[src/logic/quad_pot_map.vh]
// Constants for the quad pot serial command decoder.
// Included by the decoder and the bench; holds definitions only.
`ifndef QUAD_POT_MAP_VH
`define QUAD_POT_MAP_VH
`define OP_RD_WIPER 4'h9
`define OP_WR_WIPER 4'ha
`define OP_RD_STORE 4'hb
`define OP_WR_STORE 4'hc
`define OP_STORE_TO_WIPER 4'hd
`define OP_WIPER_TO_STORE 4'he
`define OP_GLB_STORE_TO_WIPER 4'h1
`define OP_GLB_WIPER_TO_STORE 4'h8
`define OP_STEP 4'h2
`define OP_STATUS 4'h5
`define FIELDS_STATUS 4'h1
`define FIELDS_ZERO 2'h0
`define TAP_MAX 6'h3f
`define TAP_MIN 6'h00
`define BIT_LAST 3'h7
`define NV_WRITE_TIME_MS 10
`define CLK_KHZ 10000
`endif

[src/logic/quad_pot_decoder.v]
// Serial command decoder, wiper registers and preset stores of a quad pot.
// Assumes host pins are asynchronous to ref_clk_i and the serial clock is slow.
`timescale 1ns/10ps
`include "quad_pot_map.vh"

// How it works
// RQ1: Each pot holds four 6-bit preset stores readable and writable by host.
// RQ2: Store changes are nonvolatile writes finishing within 10 ms.
// RQ3: Store save begins only at select rise after a complete write.
// RQ4: Write-progress flag shows a running save, read by status command.
// RQ5: First byte after select fall is the identification byte.
// RQ6: Low two identification bits must match address straps to continue.
// RQ7: Host sends zero in the two middle identification bits.
// RQ8: Second byte: opcode, store select, pot select.
// RQ9: Opcode 1001 returns two zeros and the wiper position.
// RQ10: Opcode 1010 loads data byte low six bits into wiper.
// RQ11: Opcode 1011 returns the selected preset store.
// RQ12: Opcode 1100 writes data bits nonvolatilely into selected store.
// RQ13: Opcode 1101 copies selected store into the pot's wiper.
// RQ14: Opcode 1110 copies wiper nonvolatilely into chosen store.
// RQ15: Opcode 0001 copies chosen store into all four wipers.
// RQ16: Opcode 1000 saves all four wipers into chosen store.
// RQ17: Store-to-wiper copies take effect after a short response delay.
// RQ18: Opcode 0010 starts stepping lasting until select rises.
// RQ19: Clock pulse with input high steps wiper toward high terminal.
// RQ20: Clock pulse with input low steps wiper toward low terminal.
// RQ21: Status command 0101 0001 returns the write-progress flag.
// RQ22: Input sampled on rising clock; output shifted on falling clock.
// RQ23: Each wiper value decodes to exactly one of 64 tap enables.
// RQ24: At power-up each wiper loads from store zero.
// RQ25: Hold low with clock low pauses; sequence state is kept.
// RQ26: Stepping saturates at tap 63 and tap 0.
// RQ27: Identification mismatch ignores the rest; output stays undriven.
// RQ28: Unknown opcodes are ignored until the next select fall.
module quad_pot_decoder #(
  parameter NV_CYCLES = `NV_WRITE_TIME_MS * `CLK_KHZ,
  parameter RESP_CYCLES = 2
) (
  // Clock and reset
  input wire ref_clk_i,
  input wire rst_i,
  // Host serial pins
  input wire cs_n_i,
  input wire sck_i,
  input wire si_i,
  input wire hold_n_i,
  input wire [1:0] addr_strap_pins_i,
  output reg so_o,
  output reg so_oe_o,
  // Pot tap enables, one-hot per pot
  output reg [255:0] tap_en_o,
  // Status
  output reg write_progress_flag_o
);
  localparam ST_ID = 5'h01;
  localparam ST_INSTR = 5'h02;
  localparam ST_DATA = 5'h04;
  localparam ST_STEP = 5'h08;
  localparam ST_IGNORE = 5'h10;

  // Synchronisers
  reg [1:0] cs_s_q, sck_s_q, si_s_q, hold_s_q;
  reg [1:0] strap_a_q, strap_b_q;
  reg cs_d1_q, sck_d1_q;
  wire cs_n = cs_s_q[1];
  wire sck = sck_s_q[1];
  wire hold_n = hold_s_q[1];
  reg held_q;
  wire sck_rise = sck & ~sck_d1_q & ~held_q;
  wire sck_fall = ~sck & sck_d1_q & ~held_q;
  wire cs_fall = ~cs_n & cs_d1_q;
  wire cs_rise = cs_n & ~cs_d1_q;

  // Storage
  reg [5:0] wiper_q [0:3];
  reg [5:0] store_q [0:15];
  reg [4:0] state_q;
  reg [2:0] bit_q;
  reg [7:0] shift_q;
  reg [7:0] out_q;
  reg [3:0] op_q;
  reg [1:0] rsel_q, psel_q;
  reg pend_q;
  reg pend_glb_q;
  reg [5:0] pend_val_q;
  reg [3:0] pend_idx_q;
  reg boot_q;
  localparam [31:0] RESP_W = RESP_CYCLES;
  reg [3:0] xfer_mask_q;
  reg [1:0] xfer_rsel_q;
  reg [7:0] resp_cnt_q;
  wire [7:0] rx_byte = {shift_q[6:0], si_s_q[1]};
  wire nv_busy;
  reg nv_start_q;
  integer i;

  /////////////////////////////////////////////////////////////////////////////
  nv_write_timer #(
    .CYCLES(NV_CYCLES)
  ) u_nv_timer (
    .ref_clk_i(ref_clk_i),
    .rst_i(rst_i),
    .start_i(nv_start_q),
    .busy_o(nv_busy),
    .done_o()
  );

  /////////////////////////////////////////////////////////////////////////////
  always @(posedge ref_clk_i or posedge rst_i)
  begin
    if (rst_i)
    begin
      cs_s_q <= 2'h3;
      sck_s_q <= 2'h0;
      si_s_q <= 2'h0;
      hold_s_q <= 2'h3;
      strap_a_q <= 2'h0;
      strap_b_q <= 2'h0;
      cs_d1_q <= 1'b1;
      sck_d1_q <= 1'b0;
      held_q <= 1'b0;
    end
    else
    begin
      cs_s_q <= {cs_s_q[0], cs_n_i};
      sck_s_q <= {sck_s_q[0], sck_i};
      si_s_q <= {si_s_q[0], si_i};
      hold_s_q <= {hold_s_q[0], hold_n_i};
      strap_a_q <= addr_strap_pins_i;
      strap_b_q <= strap_a_q;
      cs_d1_q <= cs_n;
      sck_d1_q <= sck;
      if (cs_n)
        held_q <= 1'b0;
      else if (!sck)
        held_q <= ~hold_n; // RQ25
    end
  end

  /////////////////////////////////////////////////////////////////////////////
  // Serial sequencer, register updates and store save
  always @(posedge ref_clk_i or posedge rst_i)
  begin
    if (rst_i)
    begin
      state_q <= ST_IGNORE;
      bit_q <= 3'h0;
      shift_q <= 8'h0;
      out_q <= 8'h0;
      op_q <= 4'h0;
      rsel_q <= 2'h0;
      psel_q <= 2'h0;
      pend_q <= 1'b0;
      pend_glb_q <= 1'b0;
      pend_val_q <= 6'h0;
      pend_idx_q <= 4'h0;
      nv_start_q <= 1'b0;
      boot_q <= 1'b1;
      xfer_mask_q <= 4'h0;
      xfer_rsel_q <= 2'h0;
      resp_cnt_q <= 8'h0;
      so_o <= 1'b0;
      so_oe_o <= 1'b0;
      for (i = 0; i < 4; i = i + 1)
        wiper_q[i] <= 6'h0;
      for (i = 0; i < 16; i = i + 1)
        store_q[i] <= 6'h0;
    end
    else
    begin
      nv_start_q <= 1'b0;
      if (boot_q)
      begin
        boot_q <= 1'b0;
        for (i = 0; i < 4; i = i + 1)
          wiper_q[i] <= store_q[{2'h0, i[1:0]}]; // RQ24
      end
      // Delayed store-to-wiper load
      if (xfer_mask_q != 4'h0)
      begin
        if (resp_cnt_q == 8'h0)
        begin
          for (i = 0; i < 4; i = i + 1)
            if (xfer_mask_q[i])
              wiper_q[i] <= store_q[{xfer_rsel_q, i[1:0]}]; // RQ17
          xfer_mask_q <= 4'h0;
        end
        else
          resp_cnt_q <= resp_cnt_q - 8'h1;
      end
      if (cs_n)
      begin
        so_oe_o <= 1'b0;
        state_q <= ST_IGNORE;
        if (cs_rise && pend_q && !nv_busy)
        begin
          pend_q <= 1'b0;
          nv_start_q <= 1'b1; // RQ3
          if (pend_glb_q)
            for (i = 0; i < 4; i = i + 1)
              store_q[{pend_idx_q[3:2], i[1:0]}] <= wiper_q[i]; // RQ16
          else
            store_q[pend_idx_q] <= pend_val_q; // RQ2
        end
        else if (cs_rise)
          pend_q <= 1'b0;
      end
      else if (cs_fall)
      begin
        state_q <= ST_ID; // RQ5
        bit_q <= 3'h0;
        pend_q <= 1'b0;
      end
      else if (sck_rise)
      begin // RQ22
        shift_q <= rx_byte;
        bit_q <= bit_q + 3'h1;
        case (state_q)
          ST_ID:
            if (bit_q == `BIT_LAST)
              state_q <= (rx_byte[1:0] == strap_b_q) ? ST_INSTR : ST_IGNORE; // RQ6 RQ27
          ST_INSTR:
            if (bit_q == `BIT_LAST)
            begin // RQ8
              op_q <= rx_byte[7:4];
              rsel_q <= rx_byte[3:2];
              psel_q <= rx_byte[1:0];
              state_q <= ST_IGNORE;
              case (rx_byte[7:4])
                `OP_RD_WIPER:
                  if (rx_byte[3:2] == `FIELDS_ZERO)
                  begin
                    out_q <= {2'h0, wiper_q[rx_byte[1:0]]}; // RQ9
                    state_q <= ST_DATA;
                  end
                `OP_WR_WIPER:
                  if (rx_byte[3:2] == `FIELDS_ZERO)
                    state_q <= ST_DATA;
                `OP_RD_STORE:
                begin
                  out_q <= {2'h0, store_q[rx_byte[3:0]]}; // RQ11 RQ1
                  state_q <= ST_DATA;
                end
                `OP_WR_STORE:
                  state_q <= ST_DATA;
                `OP_STORE_TO_WIPER:
                begin
                  xfer_mask_q <= 4'h1 << rx_byte[1:0]; // RQ13
                  xfer_rsel_q <= rx_byte[3:2];
                  resp_cnt_q <= RESP_W[7:0];
                end
                `OP_WIPER_TO_STORE:
                begin
                  pend_q <= 1'b1; // RQ14
                  pend_glb_q <= 1'b0;
                  pend_idx_q <= rx_byte[3:0];
                  pend_val_q <= wiper_q[rx_byte[1:0]];
                end
                `OP_GLB_STORE_TO_WIPER:
                  if (rx_byte[1:0] == `FIELDS_ZERO)
                  begin
                    xfer_mask_q <= 4'hf; // RQ15
                    xfer_rsel_q <= rx_byte[3:2];
                    resp_cnt_q <= RESP_W[7:0];
                  end
                `OP_GLB_WIPER_TO_STORE:
                  if (rx_byte[1:0] == `FIELDS_ZERO)
                  begin
                    pend_q <= 1'b1; // RQ16
                    pend_glb_q <= 1'b1;
                    pend_idx_q <= {rx_byte[3:2], 2'h0};
                  end
                `OP_STEP:
                  if (rx_byte[3:2] == `FIELDS_ZERO)
                    state_q <= ST_STEP; // RQ18
                `OP_STATUS:
                  if (rx_byte[3:0] == `FIELDS_STATUS)
                  begin
                    out_q <= {7'h0, nv_busy}; // RQ21 RQ4
                    state_q <= ST_DATA;
                  end
                default:
                  state_q <= ST_IGNORE; // RQ28
              endcase
            end
          ST_DATA:
            if (bit_q == `BIT_LAST)
            begin
              state_q <= ST_IGNORE;
              if (op_q == `OP_WR_WIPER)
                wiper_q[psel_q] <= rx_byte[5:0]; // RQ10
              else if (op_q == `OP_WR_STORE)
              begin
                pend_q <= 1'b1; // RQ12
                pend_glb_q <= 1'b0;
                pend_idx_q <= {rsel_q, psel_q};
                pend_val_q <= rx_byte[5:0];
              end
            end
          ST_STEP:
            if (si_s_q[1])
            begin
              if (wiper_q[psel_q] != `TAP_MAX)
                wiper_q[psel_q] <= wiper_q[psel_q] + 6'h1; // RQ19 RQ26
            end
            else if (wiper_q[psel_q] != `TAP_MIN)
              wiper_q[psel_q] <= wiper_q[psel_q] - 6'h1; // RQ20 RQ26
          default:
            state_q <= ST_IGNORE;
        endcase
      end
      else if (sck_fall)
      begin
        if (state_q == ST_DATA && op_q != `OP_WR_WIPER && op_q != `OP_WR_STORE)
        begin
          so_oe_o <= 1'b1; // RQ22
          so_o <= out_q[`BIT_LAST - bit_q];
        end
        else
          so_oe_o <= 1'b0; // RQ27
      end
    end
  end

  /////////////////////////////////////////////////////////////////////////////
  // Tap decode and status outputs
  genvar g;
  generate
    for (g = 0; g < 4; g = g + 1)
    begin : g_tap
      always @(posedge ref_clk_i or posedge rst_i)
      begin
        if (rst_i)
          tap_en_o[g*64 +: 64] <= 64'h1;
        else
          tap_en_o[g*64 +: 64] <= 64'h1 << wiper_q[g]; // RQ23
      end
    end
  endgenerate

  always @(posedge ref_clk_i or posedge rst_i)
  begin
    if (rst_i)
      write_progress_flag_o <= 1'b0;
    else
      write_progress_flag_o <= nv_busy; // RQ4
  end
endmodule

[src/logic/nv_write_timer.v]
// Nonvolatile write timer: holds busy for a fixed count after a start pulse.
// Assumes start_i is a one-cycle pulse on the same clock.
`timescale 1ns/10ps
module nv_write_timer #(
  parameter CYCLES = 100000
) (
  // Clock and reset
  input wire ref_clk_i,
  input wire rst_i,
  // Control
  input wire start_i,
  output reg busy_o,
  output reg done_o
);
  reg [31:0] cnt_q;

  always @(posedge ref_clk_i or posedge rst_i)
  begin
    if (rst_i)
    begin
      cnt_q <= 32'h0;
      busy_o <= 1'b0;
      done_o <= 1'b0;
    end
    else
    begin
      done_o <= 1'b0;
      if (start_i)
      begin
        cnt_q <= CYCLES - 1;
        busy_o <= 1'b1;
      end
      else if (busy_o)
      begin
        if (cnt_q == 32'h0)
        begin
          busy_o <= 1'b0;
          done_o <= 1'b1;
        end
        else
        begin
          cnt_q <= cnt_q - 32'h1;
        end
      end
    end
  end
endmodule

[config.mk]
export PLATFORM = sky130hd
export DESIGN_NAME = quad_pot_decoder
export DESIGN_NICKNAME = d
export VERILOG_FILES = /design/src/logic/quad_pot_decoder.v /design/src/logic/nv_write_timer.v
export VERILOG_INCLUDE_DIRS = /design/src /design/src/logic
export SDC_FILE = /design/constraint.sdc
export NUM_CORES = 1
export LEC_CHECK = 0
export BUFFER_PORTS_ARGS = -buffer_cell sky130_fd_sc_hd__buf_2
export CAP_MARGIN = 40
export CORE_UTILIZATION = 42
export DETAILED_ROUTE_END_ITERATION = 8
export GPL_ROUTABILITY_DRIVEN = 0
export SETUP_SLACK_MARGIN = 0.5
export SLEW_MARGIN = 10
export SYNTH_ARGS = -nofsm -noshare
export SYNTH_HDL_FRONTEND = slang
export SYNTH_SLANG_ARGS = --single-unit
export TNS_END_PERCENT = 5
[constraint.sdc]
create_clock -name ref_clk_i -period 22.1 [get_ports ref_clk_i]
set_input_delay 4.42 -clock ref_clk_i [delete_from_list [all_inputs] [get_ports ref_clk_i]]
set_output_delay 4.42 -clock ref_clk_i [all_outputs]
set_load 0.02 [all_outputs]
## Word level (Yosys, flattened, before mapping)

Index checks and enable logic that the tools add are counted.

- Bits in registers: 486
- Output and inout port bits: 259
- Logic and storage cells: 338

- Add/subtract/negate cells: 6
- $lt $le $gt $ge: 19
- Equality and inequality tests: 45
- Shift operators: 5
- Mux-type cells: 143
- Bitwise logic cells: 26
- Reduce and logical (&&, ||, !) cells: 40

Operators by type and width:

| cell | number |
|---|---|
| 96-bit bitwise mux | 5 |
| 24-bit 2-to-1 mux | 11 |
| 1-bit by 6-bit left shift with 64-bit output, first input constant | 4 |
| 6-bit 2-to-1 mux | 29 |
| 6-bit binary-select mux with 4-bit select | 5 |
| 6-bit demux with 4-bit select | 5 |
| 32-bit 2-to-1 mux | 3 |
| 96-bit 2-to-1 mux | 1 |
| 8-bit 2-to-1 mux | 10 |
| 24-bit bitwise mux | 3 |
| 4-bit 2-to-1 mux | 13 |
| 5-bit >= comparator, second input constant | 10 |
| 5-bit 2-to-1 mux | 10 |
| 4-bit inverter with 5-bit output | 10 |
| 24-bit one-hot mux with 2 select lines | 1 |
| 5-bit one-hot mux with 4 select lines | 2 |
| 4-bit == test, second input constant | 9 |
| 32-bit zero test | 1 |
| 32-bit by 1-bit subtractor with 32-bit output, second input constant | 1 |
| 4-bit != test, second input constant | 7 |
| 1-bit 2-to-1 mux | 27 |
| 5-bit by 1-bit less-than comparator with 1-bit output, second input constant | 5 |
| 6-bit binary-select mux with 2-bit select | 2 |
| 4-bit one-hot mux with 2 select lines | 3 |
| other kinds (53) | 107 |

## Depth between registers and ports, before layout

Gate-level depths: netlist of the first run.

- Word-level depth: 14
- Depth in mapped cells: 11
- Depth with buffers taken out: 8

## Hierarchy

From an unflattened synthesis of the first run, not the netlist that was laid out.

- Cell total of the unflattened synthesis: 1988
- Area, all modules: 21754.6 um^2

By module, submodules not included:

| module | instances | cells an instance | area an instance (um^2) |
|---|---|---|---|
| quad_pot_decoder | 1 | 1787 | 19866.6 |
| nv_write_timer | 1 | 201 | 1888.1 |

## Worst setup path before layout of the first run

No wires, ideal clock.

- Path type: register -> output
- Start point: register tap_en_o[0]
- End point: output tap_en_o[0]
- Arrival time: 554 ps
- Data required time: 17680 ps
- Setup slack: 17126 ps
- Cell stages (with the launch flop): 1
- Cells stage by stage: dfstp_2

RTL lines:

| element | line | RTL |
|---|---|---|
| from (decl) | quad_pot_decoder.v:51 | `output reg [255:0] tap_en_o,` |
| from (signal, indexed assignment) | quad_pot_decoder.v:336 | `tap_en_o[g*64 +: 64] <= 64'h1 << wiper_q[g];` |

No word-level cell between the ends.

## Worst setup path in the final report of the first run

- Start point: register tap_en_o[128]
- End point: output tap_en_o[128]

No word-level cell between the ends.

==> metrics.cfg, run 1 <==
[sta]
hold_viol=0
clock_skew_ns=0.0234
slew_headroom_pct=37.6
worst_pin_slew_ns=0.933
finalSetupViolCount=0
finalWorstSetupSlack_ns=16.41
rsz0062_at_grt=false
hold_slack_ns=0.345
final_max_slew_viol_count=0
post-route-min-period_ns=5.69
period_share_pct=25.7
maxClockFrequency_mhz=176
finalSetupTns_ns=0

[worst_setup_path]
cp_slowest_cell=dfstp_2
worstPathRequired_ns=17.68
crit_path_end_kind=output port
path_class=flop to output port
max_stage_delay_ns=0.51
reg2reg_depth=6
cp_data_arrival_time_ns=1.27
r2r-start=sck_s_q[1]
path_buf_inv=1
crit_family=flip-flops
r2r_end=wiper_q[16]
start_kind=flop
crit_chain=buf_2
reg2reg_slack_ns=18.60
critPathMaxFanout=1

[yosys]
synth_edf_count=0
syn_nets=2006
synthFlopType=dfrtp_1
avgSynthCellArea_um2=10.8
synth_top_area_share_pct=54.9
synth_top_family_by_area=simple AND/OR/NAND/NOR gates
yosys.area.top_type=dfrtp_1
synthArstFlopShare_pct=100
yosysUniqueCellTypes=84
ys_warn_count=0
synth-compound-area-share_pct=9.16
netlist_area_um2=21600
synth_simple_gate_area_share_pct=17.9
synth_xor_area_share_pct=1.67
yosys_register_bits=484
synth_cells=1991
muxShareOfSynthArea_pct=11.8
synth.area.top_cells=dfrtp_1 55%, mux4_2 7.1%, nor2_1 6.3%, nand2_1 3.4%, mux2_2 2.9%
synth_adder_area_share_pct=0.406
ys_seq_area_share_pct=56.3

[clock_tree]
clock_latency_ns=0.60
postCtsSetupBuffers=0
clockBufferDepth=3
ctsHoldBuffers=0
cts_tree=built
numCtsBuffers=52
cts.sinks=484
path_clk_slew_ns=0.06
cts_resized=0
h-tree-depth=2
cts_root_buf=clkbuf_16

[placed_design]
place_ws_ns=15.86
port_buffers=266
dp.cells=2831
placed_cell_area_um2=23500
dp_hpwl_um=45000

[drt]
ant_nets=0
wl_um=63900
via_per_inst=5.65
first_pass_iters=6
dr_total_vias=16600
first_iter_violations=1586
drcViolationCount=0
wl_per_cell_um=21.8

[cells_and_area]
nNetsFinal=2229
diodes=0
fill_cells=4535
syn2layout_area_growth_pct=17.4
layout-drive-gt1-share_pct=25.5
mostFrequentLayoutCell=dfrtp_1
final_cells=2928
fin_area_um2=25300
layout_common_cells=471 x dfrtp_1, 363 x nor2_1, 267 x buf_2, 194 x nand2_1, 117 x o21ai_0
final_util_pct=50.2

[hold_path]
min_path_cells=0
whs_endpoint=si_s_q[1]
hold_class=flop to flop
min-delay-start=si_s_q[0]

[global_route]
antenna_found_initial=0
grt_pass1_vias=16400
grt_max_degree=71
grt_first_pass_wirelength_um=98700
overflow=0
track_usage_pct=24.5

[pwr]
vdd_ir_drop_max_uv=66.2
power.density_nw_per_um2=73.0
finalPower_mw=1.85
p_leak_nw=12.2

[floorplanning]
io_pins=267
chipWidth_um=229
initial_core_util_pct=42.8
die_h_um=229
floorplan.rows=82
core_area_um2=50400
die_area_um2=52200

[run_status]
status=completed

[job]
cap_viol_max_count=0

[report_power, final]
part	switching [mW]	total (mW)	internal (mW)
sequential	0.00963	0.900	0.891
combinational	0.0426	0.0607	0.0181
clock	0.356	0.886	0.530
total	0.408	1.85	1.44
[cells in the mapped netlist, drive strengths merged (6+ instances only)]
master and n:
xor2 14, o211ai 7, nand3 44, nor2b 30, mux2i 39, o22ai 7
ha 7, nand2b 36, dfrtp 473, nor4 16, mux4 68, a31oi 17
or2 20, or3 15, a21oi 74, mux2 56, nor3 42, dfstp 11
and2 7, buf 25, nand3b 6, a22oi 28, nand4 17, nor2 365
clkbuf 108, nand2 195, inv 17, or4 6, o21ai 122, nor3b 6
xnor2 27
[kinds of logic (layout without fill, tap and decap cells)]
kind of cell / Yosys count / count (layout)
AOI/OAI and AO/OA: 318 / 318
xor gates and xnor gates: 41 / 41
adders and majority gates: 7 / 7
buffers and inverters: 150 / 415
DFF: 484 / 484
muxes: 163 / 163
other: 1 / 1
and+or+nand+nor: 827 / 827
[metal layers]
metal  part of all wire [%]  up-vias  global-route usage, %
li1                       -     7385                      -
met3                    7.6      150                   5.11
met4                    3.7        0                   9.73
met1                     41     8296                   32.5
met2                     48      721                   39.2
met5                      0        -                      0
[how the worst max path moves through the flow]
stage,depth (start not counted),from,end,slack [ns]
floorplan,1,rst_i,bit_q[0],4.19
global placement,4,rst_i,store_q[50],15.15
detailed placement,5,rst_i,store_q[74],15.86
CTS,1,tap_en_o[128],tap_en_o[128],16.37
global route,5,rst_i,store_q[74],16.29
finish,1,tap_en_o[128],tap_en_o[128],16.41
[sequential cells by signal, summed over array words and instances, names as in the netlist, 3 cells and up]
signal	flops
out_q	6
xfer_mask_q	4
wiper_q	24
bit_q	3
pend_idx_q	4
resp_cnt_q	8
op_q	4
store_q	96
u_nv_timer.cnt_q	32
tap_en_o	256
pend_val_q	6
shift_q	7
state_q	5
[area by class of cell]
type	count	area, um^2	area share, %
timing repair buffer	302	1680	6.63
inverter	17	71.3	0.282
clock buffer	75	1500	5.92
clock inverter	21	250	0.989
multi-input combinational	1357	8840	34.9
sequential	484	12100	47.9
tap	672	841	3.32
Power figures use the tool's default switching activity.
==> run 2, diff against run 1 <==
Clock period 22.1 ns to 4.6 ns, I/O delays scaled along.
==> run 2 against run 1 <==
Register-to-register slack got worse by 17 ns. Via count decreased by 0.51%. Clock power increased to 4.6 times the previous value. Count of clock-buffer cells in the layout increased by 4. Non-clock buffer count increased by 8. Final cell count increased by 0.14%. Critical endpoint is now wiper_q[13]. Highest routed layer unchanged.
==> metrics.cfg, run 2 (synthesis results as in run 1) <==
[worst_setup_path]
path_buf_inv=0  ; was 1
path_class=flop to flop  ; was flop to output port
crit_chain=mux4_2 > ha_1 > nand2_1 > o22ai_1 > a31oi_1 > mux2_2 > a222oi_1 > o21ai_0  ; was buf_2
reg2reg_depth=8  ; was 6
max_stage_delay_ns=0.81  ; was 0.51 ns
worst-path-stages=8  ; was 1
crit_family=multiplexers  ; was flip-flops
critPathMaxFanout=19  ; was 1
start_kind=flop  ; unchanged
worstPathRequired_ns=5.07  ; was 17.68 ns
cp_slowest_cell=dfrtp_1  ; was dfstp_2
crit_path_end_kind=flop  ; was output port
cp_data_arrival_time_ns=3.74  ; was 1.27 ns

[clock_tree]
clock_latency_ns=0.60  ; about the same
postCtsSetupBuffers=0  ; unchanged
path_clk_slew_ns=0.06  ; about the same
numCtsBuffers=51  ; was 52
h-tree-depth=2  ; unchanged
ctsHoldBuffers=0  ; unchanged
cts_tree=built  ; unchanged
cts_root_buf=clkbuf_16  ; unchanged
clockBufferDepth=3  ; unchanged
cts_resized=0  ; unchanged
cts.sinks=484  ; unchanged

[drt]
wl_per_cell_um=21.5  ; was 21.8 um
wl_met2_um=30100  ; was 30,500 um
wl_met1_um=25900  ; was 26,100 um
highest_layer=met4  ; unchanged
via_per_inst=5.62  ; was 5.65
wl_um=63100  ; was 63,900 um
dr_total_vias=16500  ; was 16,600
first_iter_violations=1649  ; was 1,586
met3_length_um=4620  ; was 4870 um
drcViolationCount=0  ; unchanged
first_pass_iters=6  ; unchanged
ant_nets=0  ; unchanged

[pwr]
p_leak_nw=12.2  ; about the same
vdd_ir_drop_max_uv=277  ; was 66.2 uV
finalPower_mw=8.74  ; was 1.85 mW
power.density_nw_per_um2=346  ; was 73.0 nW/um^2

[placed_design]
dp.cells=2840  ; was 2,831
placed_cell_area_um2=23600  ; was 23,500 um^2
place_ws_ns=1.36  ; was 15.86 ns
port_buffers=266  ; unchanged
dp_hpwl_um=45100  ; was 45,000 um

[sta]
finalSetupViolCount=0  ; unchanged
hold_viol=0  ; unchanged
post-route-min-period_ns=3.27
finalWorstSetupSlack_ns=1.33  ; was 16.41 ns
period_share_pct=71.2
final_max_slew_viol_count=0  ; unchanged
finalSetupTns_ns=0  ; unchanged
slew_headroom_pct=38.4  ; was 37.6%
maxClockFrequency_mhz=305
clock_skew_ns=0.0280  ; was 0.0234 ns
hold_slack_ns=0.350  ; was 0.345 ns
rsz0062_at_grt=false  ; unchanged
worst_pin_slew_ns=0.920  ; was 0.933 ns

[global_route]
antenna_found_initial=3  ; was 0
grt_max_degree=111  ; was 71
overflow=0  ; unchanged
grt_pass1_vias=16300  ; was 16,400
grt_first_pass_wirelength_um=97600  ; was 98,700 um
track_usage_pct=24.1  ; was 24.5%

[cells_and_area]
nNetsFinal=2236  ; was 2,229
diodes=0  ; unchanged
layout_common_cells=471 x dfrtp_1, 363 x nor2_1, 268 x buf_2, 194 x nand2_1, 116 x o21ai_0  ; was 471 x dfrtp_1, 363 x nor2_1, 267 x buf_2, 194 x nand2_1, 117 x o21ai_0
top_register=tap_en_o  ; unchanged
layout-drive-gt1-share_pct=25.4  ; was 25.5%
largestRegisters=tap_en_o x256, store_q x96, u_nv_timer.cnt_q x32  ; unchanged
syn2layout_area_growth_pct=17.3  ; was 17.4%
largest_reg_flops=256  ; unchanged
fin_area_um2=25300  ; about the same
final_cells=2932  ; was 2,928
final_util_pct=50.2  ; about the same
mostFrequentLayoutCell=dfrtp_1  ; unchanged

[floorplanning]
core_area_um2=50400  ; unchanged
initial_core_util_pct=42.8  ; unchanged
io_pins=267  ; unchanged
die_area_um2=52200  ; unchanged
die_h_um=229  ; unchanged
floorplan.rows=82  ; unchanged
chipWidth_um=229  ; unchanged

[hold_path]
min_path_cells=0  ; unchanged
hold_class=flop to flop  ; unchanged

[job]
cap_viol_max_count=0  ; unchanged

[run_status]
status=completed  ; unchanged

## run 2: changes by cell type in the layout (fill, tap and decap cells not counted), sizes merged
| cell | delta |
|---|---|
| inv | -4 |
| clkinv | -5 |
| buf | +8 |
| clkbuf | +4 |
| bufinv | -1 |
| clkinvlp | +2 |
## run 2: final cells by class
class                      count  area (um^2)
timing repair buffer         310         1730
fill                        4566        25100
inverter                      17         67.6
clock buffer                  79         1490
sequential                   484        12100
multi-input combinational   1357         8840
clock inverter                13          176
tap                          672          841
## run 2: worst paths after layout
| kind | start | end | slack, ns |
|---|---|---|---|
| setup / recovery | psel_q[0] | wiper_q[13] | 1.33 |
| hold / removal | strap_a_q[1] | strap_b_q[1] | 0.35 |
| setup reg to reg | psel_q[0] | wiper_q[13] | 1.33 |
| hold reg to reg | strap_a_q[1] | strap_b_q[1] | 0.35 |
| max in group asynchronous | rst_i | tap_en_o[192] | 2.99 |
| min in group asynchronous | rst_i | tap_en_o[58] | 0.48 |
## run 2: where the power goes
part / internal [mW] / switching (mW)
Sequential: 4.28 / 0.0415
Clock: 2.45 / 1.66
Combinational: 0.0936 / 0.212
## run 2: worst register-to-register path, stage by stage, from the launching register on
cell,delay (ns)
dfrtp_1,0.81
mux4_2,0.66
ha_1,0.27
nand2_1,0.10
o22ai_1,0.13
a31oi_1,0.41
mux2_2,0.38
a222oi_1,0.25
o21ai_0,0.13
## run 2: per-layer routing
layer,global-route usage (%),vias to the layer above
li1,-,7376
met1,32.4,8257
met2,38.3,680
met3,4.74,154
met4,10.1,0
met5,0,-
